### config.mk
export PLATFORM = sky130hd
export DESIGN_NAME = fcpd_top
export DESIGN_NICKNAME = d
export VERILOG_FILES = /design/src/fcpd_pkg.sv /design/src/fcpd_channel.sv /design/src/fcpd_top.sv
export SDC_FILE = /design/constraint.sdc
export NUM_CORES = 1
export LEC_CHECK = 0
export BUFFER_PORTS_ARGS = -buffer_cell sky130_fd_sc_hd__buf_2
export CAP_MARGIN = 20
export CELL_PAD_IN_SITES_DETAIL_PLACEMENT = 1
export CELL_PAD_IN_SITES_GLOBAL_PLACEMENT = 2
export CORE_MARGIN = 2
export CORE_UTILIZATION = 30
export CTS_BUF_LIST = sky130_fd_sc_hd__clkbuf_4 sky130_fd_sc_hd__clkbuf_8 sky130_fd_sc_hd__clkbuf_16
export DETAILED_ROUTE_END_ITERATION = 10
export PLACE_DENSITY = 0.73
export SYNTH_ARGS = -nofsm -noshare
export SYNTH_HDL_FRONTEND = slang
export SYNTH_SLANG_ARGS = --single-unit
### constraint.sdc
create_clock -name clk -period 4.4 [get_ports clk]
set_input_delay 1.1 -clock clk [delete_from_list [all_inputs] [get_ports clk]]
set_output_delay 1.1 -clock clk [all_outputs]
set_load 0.01 [all_outputs]
### src/fcpd_pkg.sv
// Notes on behaviour
// [RULE1] Five independent modulator channels exist, each programmed by its own 8-bit level register.
// [RULE2] A level register holds the 5-bit duty value in bits 7..3 and the 3-bit rate count in bits 2..0.
// [RULE3] The duty value sets the length of the high pulse in every basic cycle of its channel.
// [RULE4] In each frame of eight basic cycles exactly as many extra pulses are inserted as the rate count says.
// [RULE5] The modulator clock is the input clock divided by 2, 4, 8 or 16 for clock-select codes 0 to 3.
// [RULE6] A basic cycle lasts 32 modulator clocks.
// [RULE7] An enabled pin carries its channel output; a disabled pin behaves as plain port I/O.
// [RULE8] Reset clears all five pin enable bits.
// [RULE9] Channel 0 drives port 1 bit 3 and is enabled by config bit 3; channels 1 to 4 follow upward.
// [RULE10] The output is high for duty-value modulator clocks and low for the rest of the 32.
// [RULE11] An inserted pulse adds one modulator clock of high time, spread evenly across the frame.
package fcpd_pkg;
  localparam int NCH = 5;
  localparam int ADDR_W = 12;
  localparam int ADDR_LSB = 2;
  localparam int IDX_W = ADDR_W - ADDR_LSB;
  // register indices; byte address is four times the index
  localparam logic [IDX_W-1:0] IDX_PINCFG = 10'h09B;
  localparam logic [IDX_W-1:0] IDX_CLKCTL = 10'h0A3;
  localparam logic [IDX_W-1:0] IDX_STATUS = 10'h0B0;
  localparam logic [IDX_W-1:0] IDX_LEVEL [NCH] = '{10'h0A4, 10'h0A5, 10'h0A6, 10'h0A7, 10'h0AC};
  // field layout
  localparam int DUTY_W = 5;
  localparam int RATE_W = 3;
  localparam int DUTY_LSB = 3;
  localparam int SEL_W = 2;
  localparam int PRE_W = 4;
  localparam int PHASE_W = 5;
  localparam int FRAME_W = 3;
  localparam int PIN_BASE = 3;
  localparam int PORT_W = 8;
  localparam logic [SEL_W-1:0] SEL_MAX = 2'h3;
  localparam logic [PHASE_W-1:0] PHASE_LAST = 5'h1F;
  localparam logic [1:0] FRAME_QTR = 2'h2;
  localparam logic [FRAME_W-1:0] FRAME_EIGHTH = 3'h4;
  // reset values
  localparam logic [NCH-1:0] PINEN_RST = 5'h00;
  localparam logic [SEL_W-1:0] SEL_RST = 2'h0;
  localparam logic [7:0] LEVEL_RST = 8'h00;
  // bus answers
  localparam logic [1:0] RESP_OKAY = 2'h0;
  localparam logic [1:0] RESP_SLVERR = 2'h2;
endpackage

### src/fcpd_channel.sv
`timescale 1ns/100ps
module fcpd_channel
  import fcpd_pkg::*;
(
  // clock and reset
  input wire logic clk,
  input wire logic reset,
  input wire logic ce,
  // shared timebase
  input wire logic [PHASE_W-1:0] phase,
  input wire logic [FRAME_W-1:0] frame,
  // programmed level
  input wire logic [7:0] level,
  // modulator output
  output logic modOut
);
  logic [DUTY_W-1:0] duty;
  logic [RATE_W-1:0] rateCnt;
  logic insertNow;
  logic [PHASE_W:0] limit;
  logic modOut_r;
  logic modOut_nxt;

  // split the level into duty and rate count
  assign duty = level[DUTY_LSB +: DUTY_W]; // RULE2
  assign rateCnt = level[RATE_W-1:0]; // RULE2

  // binary rate multiplier: msb hits every odd cycle, lsb once per frame
  assign insertNow = (rateCnt[2] && frame[0]) ||
                     (rateCnt[1] && frame[1:0] == FRAME_QTR) ||
                     (rateCnt[0] && frame == FRAME_EIGHTH); // RULE4 RULE11

  // one extra modulator clock of high time when inserting
  always_comb begin
    limit = {1'b0, duty} + {{PHASE_W{1'b0}}, insertNow}; // RULE11
    modOut_nxt = {1'b0, phase} < limit; // RULE3 RULE10
  end

  // registered so the pin never glitches on compare ripple
  always_ff @(posedge clk or posedge reset) begin
    if (reset) begin
      modOut_r <= 1'b0;
    end else if (ce) begin
      modOut_r <= modOut_nxt;
    end
  end

  assign modOut = modOut_r;
endmodule

### src/fcpd_top.sv
`timescale 1ns/100ps
module fcpd_top
  import fcpd_pkg::*;
(
  // clock, reset, enable
  input wire logic clk,
  input wire logic reset,
  input wire logic ce,
  // axi4-lite write address
  input wire logic s_axi_awvalid,
  output logic s_axi_awready,
  input wire logic [ADDR_W-1:0] s_axi_awaddr,
  input wire logic [2:0] s_axi_awprot,
  // axi4-lite write data
  input wire logic s_axi_wvalid,
  output logic s_axi_wready,
  input wire logic [31:0] s_axi_wdata,
  input wire logic [3:0] s_axi_wstrb,
  // axi4-lite write response
  output logic s_axi_bvalid,
  input wire logic s_axi_bready,
  output logic [1:0] s_axi_bresp,
  // axi4-lite read address
  input wire logic s_axi_arvalid,
  output logic s_axi_arready,
  input wire logic [ADDR_W-1:0] s_axi_araddr,
  input wire logic [2:0] s_axi_arprot,
  // axi4-lite read data
  output logic s_axi_rvalid,
  input wire logic s_axi_rready,
  output logic [31:0] s_axi_rdata,
  output logic [1:0] s_axi_rresp,
  // port 1 latch side (ordinary i/o)
  input wire logic [PORT_W-1:0] ioOut,
  input wire logic [PORT_W-1:0] ioOe,
  // port 1 pin side
  output logic [PORT_W-1:0] p1Out,
  output logic [PORT_W-1:0] p1Oe
);
  // configuration state
  logic [NCH-1:0] pinEn_r, pinEn_nxt;
  logic [SEL_W-1:0] clkSel_r, clkSel_nxt;
  logic [7:0] level_r [NCH];
  logic [7:0] level_nxt [NCH];
  // write channel state
  logic awHeld_r, awHeld_nxt;
  logic [ADDR_W-1:0] awAddr_r, awAddr_nxt;
  logic wHeld_r, wHeld_nxt;
  logic [7:0] wByte_r, wByte_nxt;
  logic wLane_r, wLane_nxt;
  logic bValid_r, bValid_nxt;
  logic [1:0] bResp_r, bResp_nxt;
  // read channel state
  logic rValid_r, rValid_nxt;
  logic [31:0] rData_r, rData_nxt;
  logic [1:0] rResp_r, rResp_nxt;
  // timebase state
  logic [PRE_W-1:0] pre_r, pre_nxt;
  logic [PHASE_W-1:0] phase_r, phase_nxt;
  logic [FRAME_W-1:0] frame_r, frame_nxt;
  // helpers
  logic awTake, wTake, doWrite, arTake;
  logic [ADDR_W-1:0] wAddr;
  logic [IDX_W-1:0] wIdx, rIdx;
  logic [7:0] wByte;
  logic wLane;
  logic wHit;
  logic [PRE_W-1:0] divMask;
  logic tick;
  logic [NCH-1:0] modOut;

  // handshakes; gated by ce so a frozen block never drops a beat
  assign s_axi_awready = ce && !awHeld_r && !bValid_r;
  assign s_axi_wready = ce && !wHeld_r && !bValid_r;
  assign s_axi_arready = ce && !rValid_r;
  assign awTake = s_axi_awvalid && s_axi_awready;
  assign wTake = s_axi_wvalid && s_axi_wready;
  assign arTake = s_axi_arvalid && s_axi_arready;

  // address and data may arrive in either order; pick held or live copy
  assign wAddr = awHeld_r ? awAddr_r : s_axi_awaddr;
  assign wByte = wHeld_r ? wByte_r : s_axi_wdata[7:0];
  assign wLane = wHeld_r ? wLane_r : s_axi_wstrb[0];
  assign doWrite = (awHeld_r || awTake) && (wHeld_r || wTake);
  assign wIdx = wAddr[ADDR_W-1:ADDR_LSB];
  assign rIdx = s_axi_araddr[ADDR_W-1:ADDR_LSB];

  // write address decode
  always_comb begin
    wHit = (wIdx == IDX_PINCFG) || (wIdx == IDX_CLKCTL) || (wIdx == IDX_STATUS);
    for (int i = 0; i < NCH; i++) begin
      if (wIdx == IDX_LEVEL[i]) begin
        wHit = 1'b1;
      end
    end
  end

  // write channel next state
  always_comb begin
    awHeld_nxt = awHeld_r;
    awAddr_nxt = awAddr_r;
    wHeld_nxt = wHeld_r;
    wByte_nxt = wByte_r;
    wLane_nxt = wLane_r;
    bValid_nxt = bValid_r;
    bResp_nxt = bResp_r;
    if (bValid_r && s_axi_bready) begin
      bValid_nxt = 1'b0;
    end
    if (doWrite) begin
      awHeld_nxt = 1'b0;
      wHeld_nxt = 1'b0;
      bValid_nxt = 1'b1;
      bResp_nxt = wHit ? RESP_OKAY : RESP_SLVERR;
    end else begin
      if (awTake) begin
        awHeld_nxt = 1'b1;
        awAddr_nxt = s_axi_awaddr;
      end
      if (wTake) begin
        wHeld_nxt = 1'b1;
        wByte_nxt = s_axi_wdata[7:0];
        wLane_nxt = s_axi_wstrb[0];
      end
    end
  end

  // configuration registers; only byte lane 0 carries data
  always_comb begin
    pinEn_nxt = pinEn_r;
    clkSel_nxt = clkSel_r;
    level_nxt = level_r;
    if (doWrite && wLane) begin
      if (wIdx == IDX_PINCFG) begin
        pinEn_nxt = wByte[PIN_BASE +: NCH]; // RULE9
      end
      if (wIdx == IDX_CLKCTL) begin
        clkSel_nxt = wByte[SEL_W-1:0]; // RULE5
      end
      for (int i = 0; i < NCH; i++) begin
        if (wIdx == IDX_LEVEL[i]) begin
          level_nxt[i] = wByte; // RULE1
        end
      end
    end
  end

  // read channel next state; data captured at the address handshake
  always_comb begin
    rValid_nxt = rValid_r;
    rData_nxt = rData_r;
    rResp_nxt = rResp_r;
    if (rValid_r && s_axi_rready) begin
      rValid_nxt = 1'b0;
    end
    if (arTake) begin
      rValid_nxt = 1'b1;
      rData_nxt = 32'h0000_0000;
      rResp_nxt = RESP_OKAY;
      if (rIdx == IDX_PINCFG) begin
        rData_nxt[PIN_BASE +: NCH] = pinEn_r;
      end else if (rIdx == IDX_CLKCTL) begin
        rData_nxt[SEL_W-1:0] = clkSel_r;
      end else if (rIdx == IDX_STATUS) begin
        rData_nxt[PHASE_W +: FRAME_W] = frame_r;
        rData_nxt[PHASE_W-1:0] = phase_r;
      end else begin
        rResp_nxt = RESP_SLVERR;
      end
      for (int i = 0; i < NCH; i++) begin
        if (rIdx == IDX_LEVEL[i]) begin
          rData_nxt[7:0] = level_r[i];
          rResp_nxt = RESP_OKAY;
        end
      end
    end
  end

  // modulator clock: one tick every 2^(sel+1) input clocks
  assign divMask = {PRE_W{1'b1}} >> (SEL_MAX - clkSel_r); // RULE5
  assign tick = (pre_r & divMask) == divMask; // RULE5

  // timebase: 32-tick basic cycle, eight cycles to a frame
  always_comb begin
    pre_nxt = pre_r + {{(PRE_W-1){1'b0}}, 1'b1};
    phase_nxt = phase_r;
    frame_nxt = frame_r;
    if (tick) begin
      phase_nxt = phase_r + {{(PHASE_W-1){1'b0}}, 1'b1}; // RULE6
      if (phase_r == PHASE_LAST) begin
        frame_nxt = frame_r + {{(FRAME_W-1){1'b0}}, 1'b1}; // RULE4
      end
    end
  end

  // all state registers; ce low freezes everything
  always_ff @(posedge clk or posedge reset) begin
    if (reset) begin
      pinEn_r <= PINEN_RST; // RULE8
      clkSel_r <= SEL_RST;
      level_r <= '{default: LEVEL_RST};
      awHeld_r <= 1'b0;
      awAddr_r <= '0;
      wHeld_r <= 1'b0;
      wByte_r <= 8'h00;
      wLane_r <= 1'b0;
      bValid_r <= 1'b0;
      bResp_r <= RESP_OKAY;
      rValid_r <= 1'b0;
      rData_r <= 32'h0000_0000;
      rResp_r <= RESP_OKAY;
      pre_r <= '0;
      phase_r <= '0;
      frame_r <= '0;
    end else if (ce) begin
      pinEn_r <= pinEn_nxt;
      clkSel_r <= clkSel_nxt;
      level_r <= level_nxt;
      awHeld_r <= awHeld_nxt;
      awAddr_r <= awAddr_nxt;
      wHeld_r <= wHeld_nxt;
      wByte_r <= wByte_nxt;
      wLane_r <= wLane_nxt;
      bValid_r <= bValid_nxt;
      bResp_r <= bResp_nxt;
      rValid_r <= rValid_nxt;
      rData_r <= rData_nxt;
      rResp_r <= rResp_nxt;
      pre_r <= pre_nxt;
      phase_r <= phase_nxt;
      frame_r <= frame_nxt;
    end
  end

  assign s_axi_bvalid = bValid_r;
  assign s_axi_bresp = bResp_r;
  assign s_axi_rvalid = rValid_r;
  assign s_axi_rdata = rData_r;
  assign s_axi_rresp = rResp_r;

  // per channel modulator and pin steering
  for (genvar ch = 0; ch < NCH; ch++) begin : g_chan
    fcpd_channel u_chan (
      .clk(clk),
      .reset(reset),
      .ce(ce),
      .phase(phase_r),
      .frame(frame_r),
      .level(level_r[ch]),
      .modOut(modOut[ch])
    );
    // enabled pin is a push-pull modulator output, otherwise the port latch
    assign p1Out[PIN_BASE+ch] = pinEn_r[ch] ? modOut[ch] : ioOut[PIN_BASE+ch]; // RULE7 RULE9
    assign p1Oe[PIN_BASE+ch] = pinEn_r[ch] ? 1'b1 : ioOe[PIN_BASE+ch]; // RULE7

  end

  // low port bits never carry a modulator
  assign p1Out[PIN_BASE-1:0] = ioOut[PIN_BASE-1:0];
  assign p1Oe[PIN_BASE-1:0] = ioOe[PIN_BASE-1:0];
endmodule

==> flow_metrics.py, run 1 <==
metrics = {
    "clock_network": {
        "cts_resized": 0,
        "clock_path_buffers": 2,
        "cts_root_buf": "clkbuf_16",
        "cts_tree": "done",
        "cts_hold_buf": 0,
        "clock_sinks": 97,
        "h-tree-depth": 3,
        "cts-buffers-inserted": 9,
        "clk_pin_slew_ns": 0.07,
        "cts_setup_buffers": 0,
        "clkLatencyLatePin_ns": 0.35,
    },
    "critical_path": {
        "crit_path_frequent_cell": "buf_2",
        "worstPathCellList": "buf_2 > buf_4 > nand2_1 > nor2_1 > buf_2",
        "worst_ep_arrival_time_ns": 2.04,
        "worstReg2RegStart": "frame_r[0]",
        "critPathSlowestCell": "buf_4",
        "required_ns": 3.30,
        "reg2reg_slack_ns": 1.33,
        "reg2reg_to": "g_chan[3].u_chan.modOut",
        "crit_type": "in2out",
        "cp-start-kind": "input pin",
        "worst-r2r-cell-count": 13,
        "critPathMaxFanout": 22,
        "end_kind": "output port",
        "max_stage_delay_ns": 0.30,
    },
    "timing": {
        "rsz0062_at_grt": "false",
        "fin_skew_ns": 0.006641,
        "max_slew_margin_pct": 46.30,
        "hold_viol": 0,
        "timing.final.crit_share_pct": 71.33,
        "fin_ws_ns": 1.262,
        "setup_viol": 0,
        "tns_ns": 0,
        "timing_max_transition_violations_final": 0,
        "worstMarginPinSlew_ns": 0.8056,
        "fmax_mhz": 318.6,
        "period_needed_ns": 3.138,
    },
    "final_layout": {
        "fin_util_pct": 34.29,
        "nets": 756,
        "stdcell_area_mm2": 0.006872,
        "fin_cells": 904,
        "areaGrowthSynthToFinish_pct": 13.07,
        "n_antenna_cell": 0,
        "drive_above_1_share_pct": 30.28,
    },
    "synthesis": {
        "ys.warnings.count": 0,
        "synth-async-reset-ratio_pct": 100.0,
        "ys_ff_latch": 97,
        "synth_area_mm2": 0.006077,
        "synthCells": 568,
        "synth.distinct_cells": 62,
        "seq_area_frac_synth_pct": 39.94,
        "synth-edff-count": 0,
        "ys.flop_type": "dfrtp_1",
        "syn_area_per_cell_um2": 10.70,
    },
    "route": {
        "routed_wl_um": 17230,
        "vias": 4656,
        "antenna_left": 0,
        "viasPerCell": 5.150,
        "met2_length_um": 8115,
        "met1_length_um": 8166,
        "dr.max_layer_used": "met4",
        "met3WireLength_um": 691,
        "drc": 0,
        "wire_per_inst_um": 19.06,
        "drt_pre_antenna_iters": 5,
        "drt-initial-drc-count": 259,
    },
    "flow_run": {
        "max-cap-violations": 0,
    },
    "outcome": {
        "run_status": "complete, no violations",
    },
    "global_route": {
        "grt_max_degree": 62,
        "grt_pass1_wl_um": 27840,
        "grt_util_all_layers_pct": 16.65,
        "grt_overflow": 0,
        "grt_pass1_vias": 4982,
        "grt_antenna_before_repair": 0,
    },
    "floorplanning": {
        "fp.coreArea_mm2": 0.02004,
        "start_util_pct": 30.33,
        "die_area_mm2": 0.02141,
        "rows": 52,
        "io_pins": 147,
        "die_w_um": 146.3,
        "die_height_um": 146.3,
    },
    "hold_path": {
        "min_to": "s_axi_rresp[1]",
        "min-delay-start": "s_axi_rresp[1]",
        "hp-class": "reg2reg",
        "hold_depth": 2,
    },
    "placed_design": {
        "dp_hpwl_um": 12850,
        "dp.cells": 889,
        "post-place-ws_ns": 1.234,
        "io_buffers": 71,
        "dpl_cell_area_mm2": 0.006600,
        "globalplace.congestion": 0.8215,
    },
    "power_and_ir_drop": {
        "max-vdd-ir-drop_v": 0.0002057,
        "p_leak_uw": 0.003120,
        "powerDensity_mw_per_mm2": 439.3,
    },
}
## per-layer routing
| metal | vias up | track usage, % |
|---|---|---|
| li1 | 2168 | - |
| met5 | - | 0 |
| met2 | 112 | 26.96 |
| met3 | 15 | 2.219 |
| met1 | 2361 | 23.06 |
| met4 | 0 | 5.583 |
## worst max-delay path: cells and delay by family
family | cells | cell delay [ns]
simple gates | 2 | 0.35
buf+inv | 3 | 0.59
## flip-flops by register name, indices dropped and copies added (netlist names)
name	cells
pre_r	4
s_axi_bvalid	1
wLane_r	1
awHeld_r	1
s_axi_rvalid	1
awAddr_r	10
level_r	40
phase_r	5
wHeld_r	1
s_axi_rresp	1
frame_r	3
pinEn_r	5
clkSel_r	2
s_axi_rdata	8
s_axi_bresp	1
g_chan.u_chan.modOut	5
wByte_r	8
## cells in the mapped netlist (2+ instances only)
| cell type | number | share of area [%] |
|---|---|---|
| o22a_1 | 4 | 0.58 |
| nand2b_1 | 17 | 1.8 |
| nor2_1 | 28 | 1.7 |
| o211ai_1 | 2 | 0.25 |
| nor2b_1 | 9 | 0.93 |
| a31oi_1 | 5 | 0.51 |
| o22ai_1 | 8 | 0.82 |
| clkbuf_1 | 18 | 1.1 |
| o21ai_0 | 17 | 1.4 |
| nor3b_1 | 3 | 0.37 |
| and2_1 | 2 | 0.21 |
| o32a_1 | 3 | 0.49 |
| o221ai_1 | 6 | 0.86 |
| or2_2 | 7 | 0.72 |
| xor2_1 | 11 | 1.6 |
| nor4b_1 | 2 | 0.29 |
| a221oi_1 | 9 | 1.3 |
| o21bai_1 | 4 | 0.49 |
| a21oi_1 | 19 | 1.6 |
| nor3_1 | 8 | 0.66 |
| o2111ai_1 | 2 | 0.29 |
| nand3_1 | 20 | 1.6 |
| a211oi_1 | 4 | 0.49 |
| nor4bb_1 | 3 | 0.49 |
| buf_4 | 32 | 4.0 |
| mux2_2 | 82 | 15 |
| nand4_1 | 2 | 0.21 |
| mux2i_1 | 3 | 0.49 |
| dfrtp_1 | 97 | 40 |
| a222oi_1 | 9 | 1.5 |
| o311a_1 | 2 | 0.33 |
| and3_1 | 6 | 0.62 |
| nand2_1 | 23 | 1.4 |
| or4_1 | 2 | 0.25 |
| xnor2_1 | 12 | 1.7 |
| inv_1 | 23 | 1.4 |
| ha_1 | 36 | 7.4 |
| nor3_4 | 4 | 1.1 |
## cells in the final DEF (no fill, tap or decap), types with 11 or more instances in the layout
cell type | Yosys | layout
xnor2_1 | 12 | 12
dfrtp_1 | 97 | 97
ha_1 | 36 | 36
xor2_1 | 11 | 11
a21oi_1 | 19 | 19
nand2_1 | 23 | 23
mux2_2 | 82 | 82
conb_1 | 1 | 26
o21ai_0 | 17 | 17
nor2_1 | 28 | 28
nand2b_1 | 17 | 17
nand3_1 | 20 | 20
buf_2 | 0 | 71
inv_1 | 23 | 22
## worst max-delay path by stage
| stage | start | to | slack (ns) | cells after the start |
|---|---|---|---|---|
| 3_5_place_dp | s_axi_wvalid | level_r[39] | 1.23 | 6 |
| 4_1_cts | ce | s_axi_wready | 1.26 | 5 |
| 6_report | ce | s_axi_wready | 1.26 | 5 |
| 5_1_grt | frame_r[0] | g_chan[3].u_chan.modOut | 1.09 | 13 |
| 2_1_floorplan | reset | awAddr_r[10] | 0.77 | 1 |
| 3_3_place_gp | ce | s_axi_wready | 1.29 | 5 |
## logic make-up after synthesis
| group | after synthesis | synth area share, % |
|---|---|---|
| buffers and inverters | 74 | 6.547 |
| muxes | 86 | 16.06 |
| other | 1 | 0.06171 |
| AOI/OAI and AO/OA | 104 | 12.39 |
| adders and majority gates | 36 | 7.412 |
| xor gates and xnor gates | 23 | 3.315 |
| and+or+nand+nor | 147 | 14.27 |
| DFF | 97 | 39.94 |
## report_power, final
group | total (µW) | switching [µW] | internal [µW]
Clock | 746 | 352 | 394
Combinational | 909 | 475 | 434
Sequential | 1360 | 281 | 1080
Total | 3020 | 1110 | 1910
## area by class of cell
type,count,area (µm²)
fill,2308,13170
multi-input combinational,422,3346
timing repair buffer,77,400.4
tap,270,337.8
clock buffer,10,239.0
clock inverter,5,32.53
inverter,23,88.84
sequential,97,2427
## per-stage QoR
| stage | power (µW) | hold WS [ns] |
|---|---|---|
| 4_1_cts | 3064 | 0.4863 |
| 2_1_floorplan | 1939 | 0.4407 |
| 3_5_place_dp | 2299 | 0.4745 |
| 3_3_place_gp | 2226 | 0.4595 |
| 6_report | 3019 | 0.4778 |
| 5_1_grt | 3236 | 0.5183 |
Note: power is estimated with default switching activity, not from simulation.
==> inputs of run 2 (changes only) <==
--- a/config.mk
+++ b/config.mk
@@ -13,7 +13,7 @@
 export CORE_UTILIZATION = 30
 export CTS_BUF_LIST = sky130_fd_sc_hd__clkbuf_4 sky130_fd_sc_hd__clkbuf_8 sky130_fd_sc_hd__clkbuf_16
 export DETAILED_ROUTE_END_ITERATION = 10
-export PLACE_DENSITY = 0.73
+export PLACE_DENSITY = 0.76
 export SYNTH_ARGS = -nofsm -noshare
 export SYNTH_HDL_FRONTEND = slang
 export SYNTH_SLANG_ARGS = --single-unit
==> constraint.sdc (replaced) <==
create_clock -name clk -period 2.6 [get_ports clk]
set_input_delay 0.65 -clock clk [delete_from_list [all_inputs] [get_ports clk]]
set_output_delay 0.65 -clock clk [all_outputs]
set_load 0.01 [all_outputs]
==> run 2 against run 1 <==
Effect of this change:
- the run now ends with setup timing left
- highest routed layer unchanged
- worst setup slack lost 1.3 ns
- worst hold slack got worse by 0.19 ns
- sequential share of layout area is 2.2 points lower
- sequential cell count unchanged
- largest power group unchanged
- power is 80% higher
- critical path depth rose by 9
==> flow_metrics.py, run 2 (synthesis gave the netlist of run 1 again) <==
metrics = {
    "final_layout": {
        "largest_reg_flops": 40,
        "areaGrowthSynthToFinish_pct": 20.61,
        "nets": 778,
        "mostFrequentLayoutCell": "dfrtp_1",
        "n_antenna_cell": 0,
        "layout_common_cells": "dfrtp_1 (97), mux2_2 (82), buf_2 (71)",
        "fin_cells": 927,
        "drive_above_1_share_pct": 37.90,
        "stdcell_area_mm2": 0.007330,
        "top_regs": "level_r (40), awAddr_r (10)",
        "top_register": "level_r",
        "num-fill-cells": 2275,
    },
    "timing": {
        "setup_viol": 3,
        "max_slew_margin_pct": 55.99,
        "fmax_mhz": 373.0,
        "fin_ws_ns": -0.08087,
        "rsz0062_at_grt": "true",
        "fin_skew_ns": 0.01066,
        "timing.final.crit_share_pct": 103.1,
        "period_needed_ns": 2.681,
        "holdWs_ns": 0.2903,
        "worstMarginPinSlew_ns": 0.6601,
        "hold_viol": 0,
        "timing_max_transition_violations_final": 0,
    },
    "global_route": {
        "grt_overflow": 0,
        "grt_antenna_before_repair": 0,
        "grt_pass1_wl_um": 28380,
        "grt_util_all_layers_pct": 17.02,
        "grt_pass1_vias": 5111,
        "grt_max_degree": 59,
    },
    "floorplanning": {
        "rows": 52,
        "fp.coreArea_mm2": 0.02004,
        "die_area_mm2": 0.02141,
        "io_pins": 147,
        "die_w_um": 146.3,
        "start_util_pct": 30.33,
        "die_height_um": 146.3,
    },
    "route": {
        "routed_wl_um": 18130,
        "viasPerCell": 5.255,
        "wire_per_inst_um": 19.56,
        "drt-initial-drc-count": 330,
        "drt_pre_antenna_iters": 5,
        "antenna_left": 0,
        "vias": 4871,
        "drc": 0,
    },
    "critical_path": {
        "cp-start-kind": "register",
        "critPathMaxFanout": 5,
        "crit_type": "reg2reg",
        "required_ns": 2.84,
        "worst-r2r-cell-count": 14,
        "end_kind": "register",
        "worst_ep_arrival_time_ns": 2.92,
    },
    "hold_path": {
        "hp-class": "in2async",
    },
    "power_and_ir_drop": {
        "p_leak_uw": 0.003260,
        "powerDensity_mw_per_mm2": 740.2,
        "clockPowerShare_pct": 24.9,
        "power.switching_uw": 1984,
        "p_sw_share_pct": 36.57,
        "max-vdd-ir-drop_v": 0.0003451,
        "pwr-share-seq_pct": 41.8,
        "p_comb_share_pct": 33.3,
        "internal_power_uw": 3441,
    },
    "outcome": {
        "violations": "setup timing",
        "run_status": "complete, but fails checks",
    },
    "clock_network": {
        "cts_tree": "done",
        "clock_sinks": 97,
        "h-tree-depth": 3,
        "cts_hold_buf": 0,
        "clock_path_buffers": 2,
        "cts_root_buf": "clkbuf_16",
        "cts-buffers-inserted": 9,
        "clkLatencyLatePin_ns": 0.36,
        "clk_pin_slew_ns": 0.07,
    },
    "placed_design": {
        "dp_hpwl_um": 13350,
        "io_buffers": 71,
        "globalplace.congestion": 0.8212,
        "dp.cells": 908,
        "dpl_cell_area_mm2": 0.006756,
    },
    "flow_run": {
        "max-cap-violations": 0,
    },
}
-- run 2: final cells by class --
class	count	area [µm²]	area share [%]
multi-input combinational	422	3575	48.77
sequential	97	2427	33.12
timing repair buffer	99	594.3	8.109
tap	270	337.8	4.609
clock buffer	13	280.3	3.824
inverter	23	92.59	1.263
clock inverter	3	22.52	0.3073
-- run 2: worst max-delay path, cell delays in order, from the launching register on --
cell and delay [ns]:
dfrtp_1 0.37, inv_1 0.06, ha_2 0.18, and2_4 0.17, buf_4 0.13, a222oi_1 0.22, inv_1 0.14, ha_4 0.20
ha_4 0.18, xnor2_4 0.13, ha_4 0.27, o21ai_2 0.05, o21bai_1 0.19, a21oi_1 0.10, o22a_1 0.16
-- run 2: layer usage --
layer | global-route usage [%] | routed length, µm
met5 | 0 | 0
met1 | 21.79 | 8030
met4 | 5.777 | 394
met2 | 29.06 | 8918
met3 | 3.094 | 784
-- run 2: path summary, 6_finish.rpt --
kind	startpoint	endpoint	slack, ns
min	reset	awAddr_r[11]	0.29
min reg2reg	s_axi_rresp[1]	s_axi_rresp[1]	0.49
min in group clk	s_axi_rresp[1]	s_axi_rresp[1]	0.49
max reg2reg	frame_r[1]	g_chan[1].u_chan.modOut	-0.08
max	frame_r[1]	g_chan[1].u_chan.modOut	-0.08
max in group asynchronous	reset	level_r[28]	1.66
-- run 2: power groups by stage --
stage               clock network (µW)  logic (µW)  registers, µW
floorplan                            0        1180           2110
global placement                     0        1570           2250
detailed placement                   0        1660           2270
CTS                               1390        1730           2250
global route                      1460        2010           2310
finish                            1350        1810           2270
-- run 2: through the flow --
stage	TNS (ns)	total power (µW)	util [%]	setup slack (ns)
after detailed placement	-0.8841	3936	33.72	-0.2135
after CTS	-0.1887	5373	35.58	-0.07591
after global routing	-0.8126	5782	36.58	-0.1992
final	-0.1712	5425	36.58	-0.08087
after floorplan	0	3290	-	0.01660
after global placement	-0.3385	3816	33.72	-0.09351
-- run 2: repair_timing --
item / CTS / global route
setup endpoints to repair: 5 / 13
setup buffers: 1 / 2
pin swaps: 20 / 34
gates resized for setup: 18 / 27
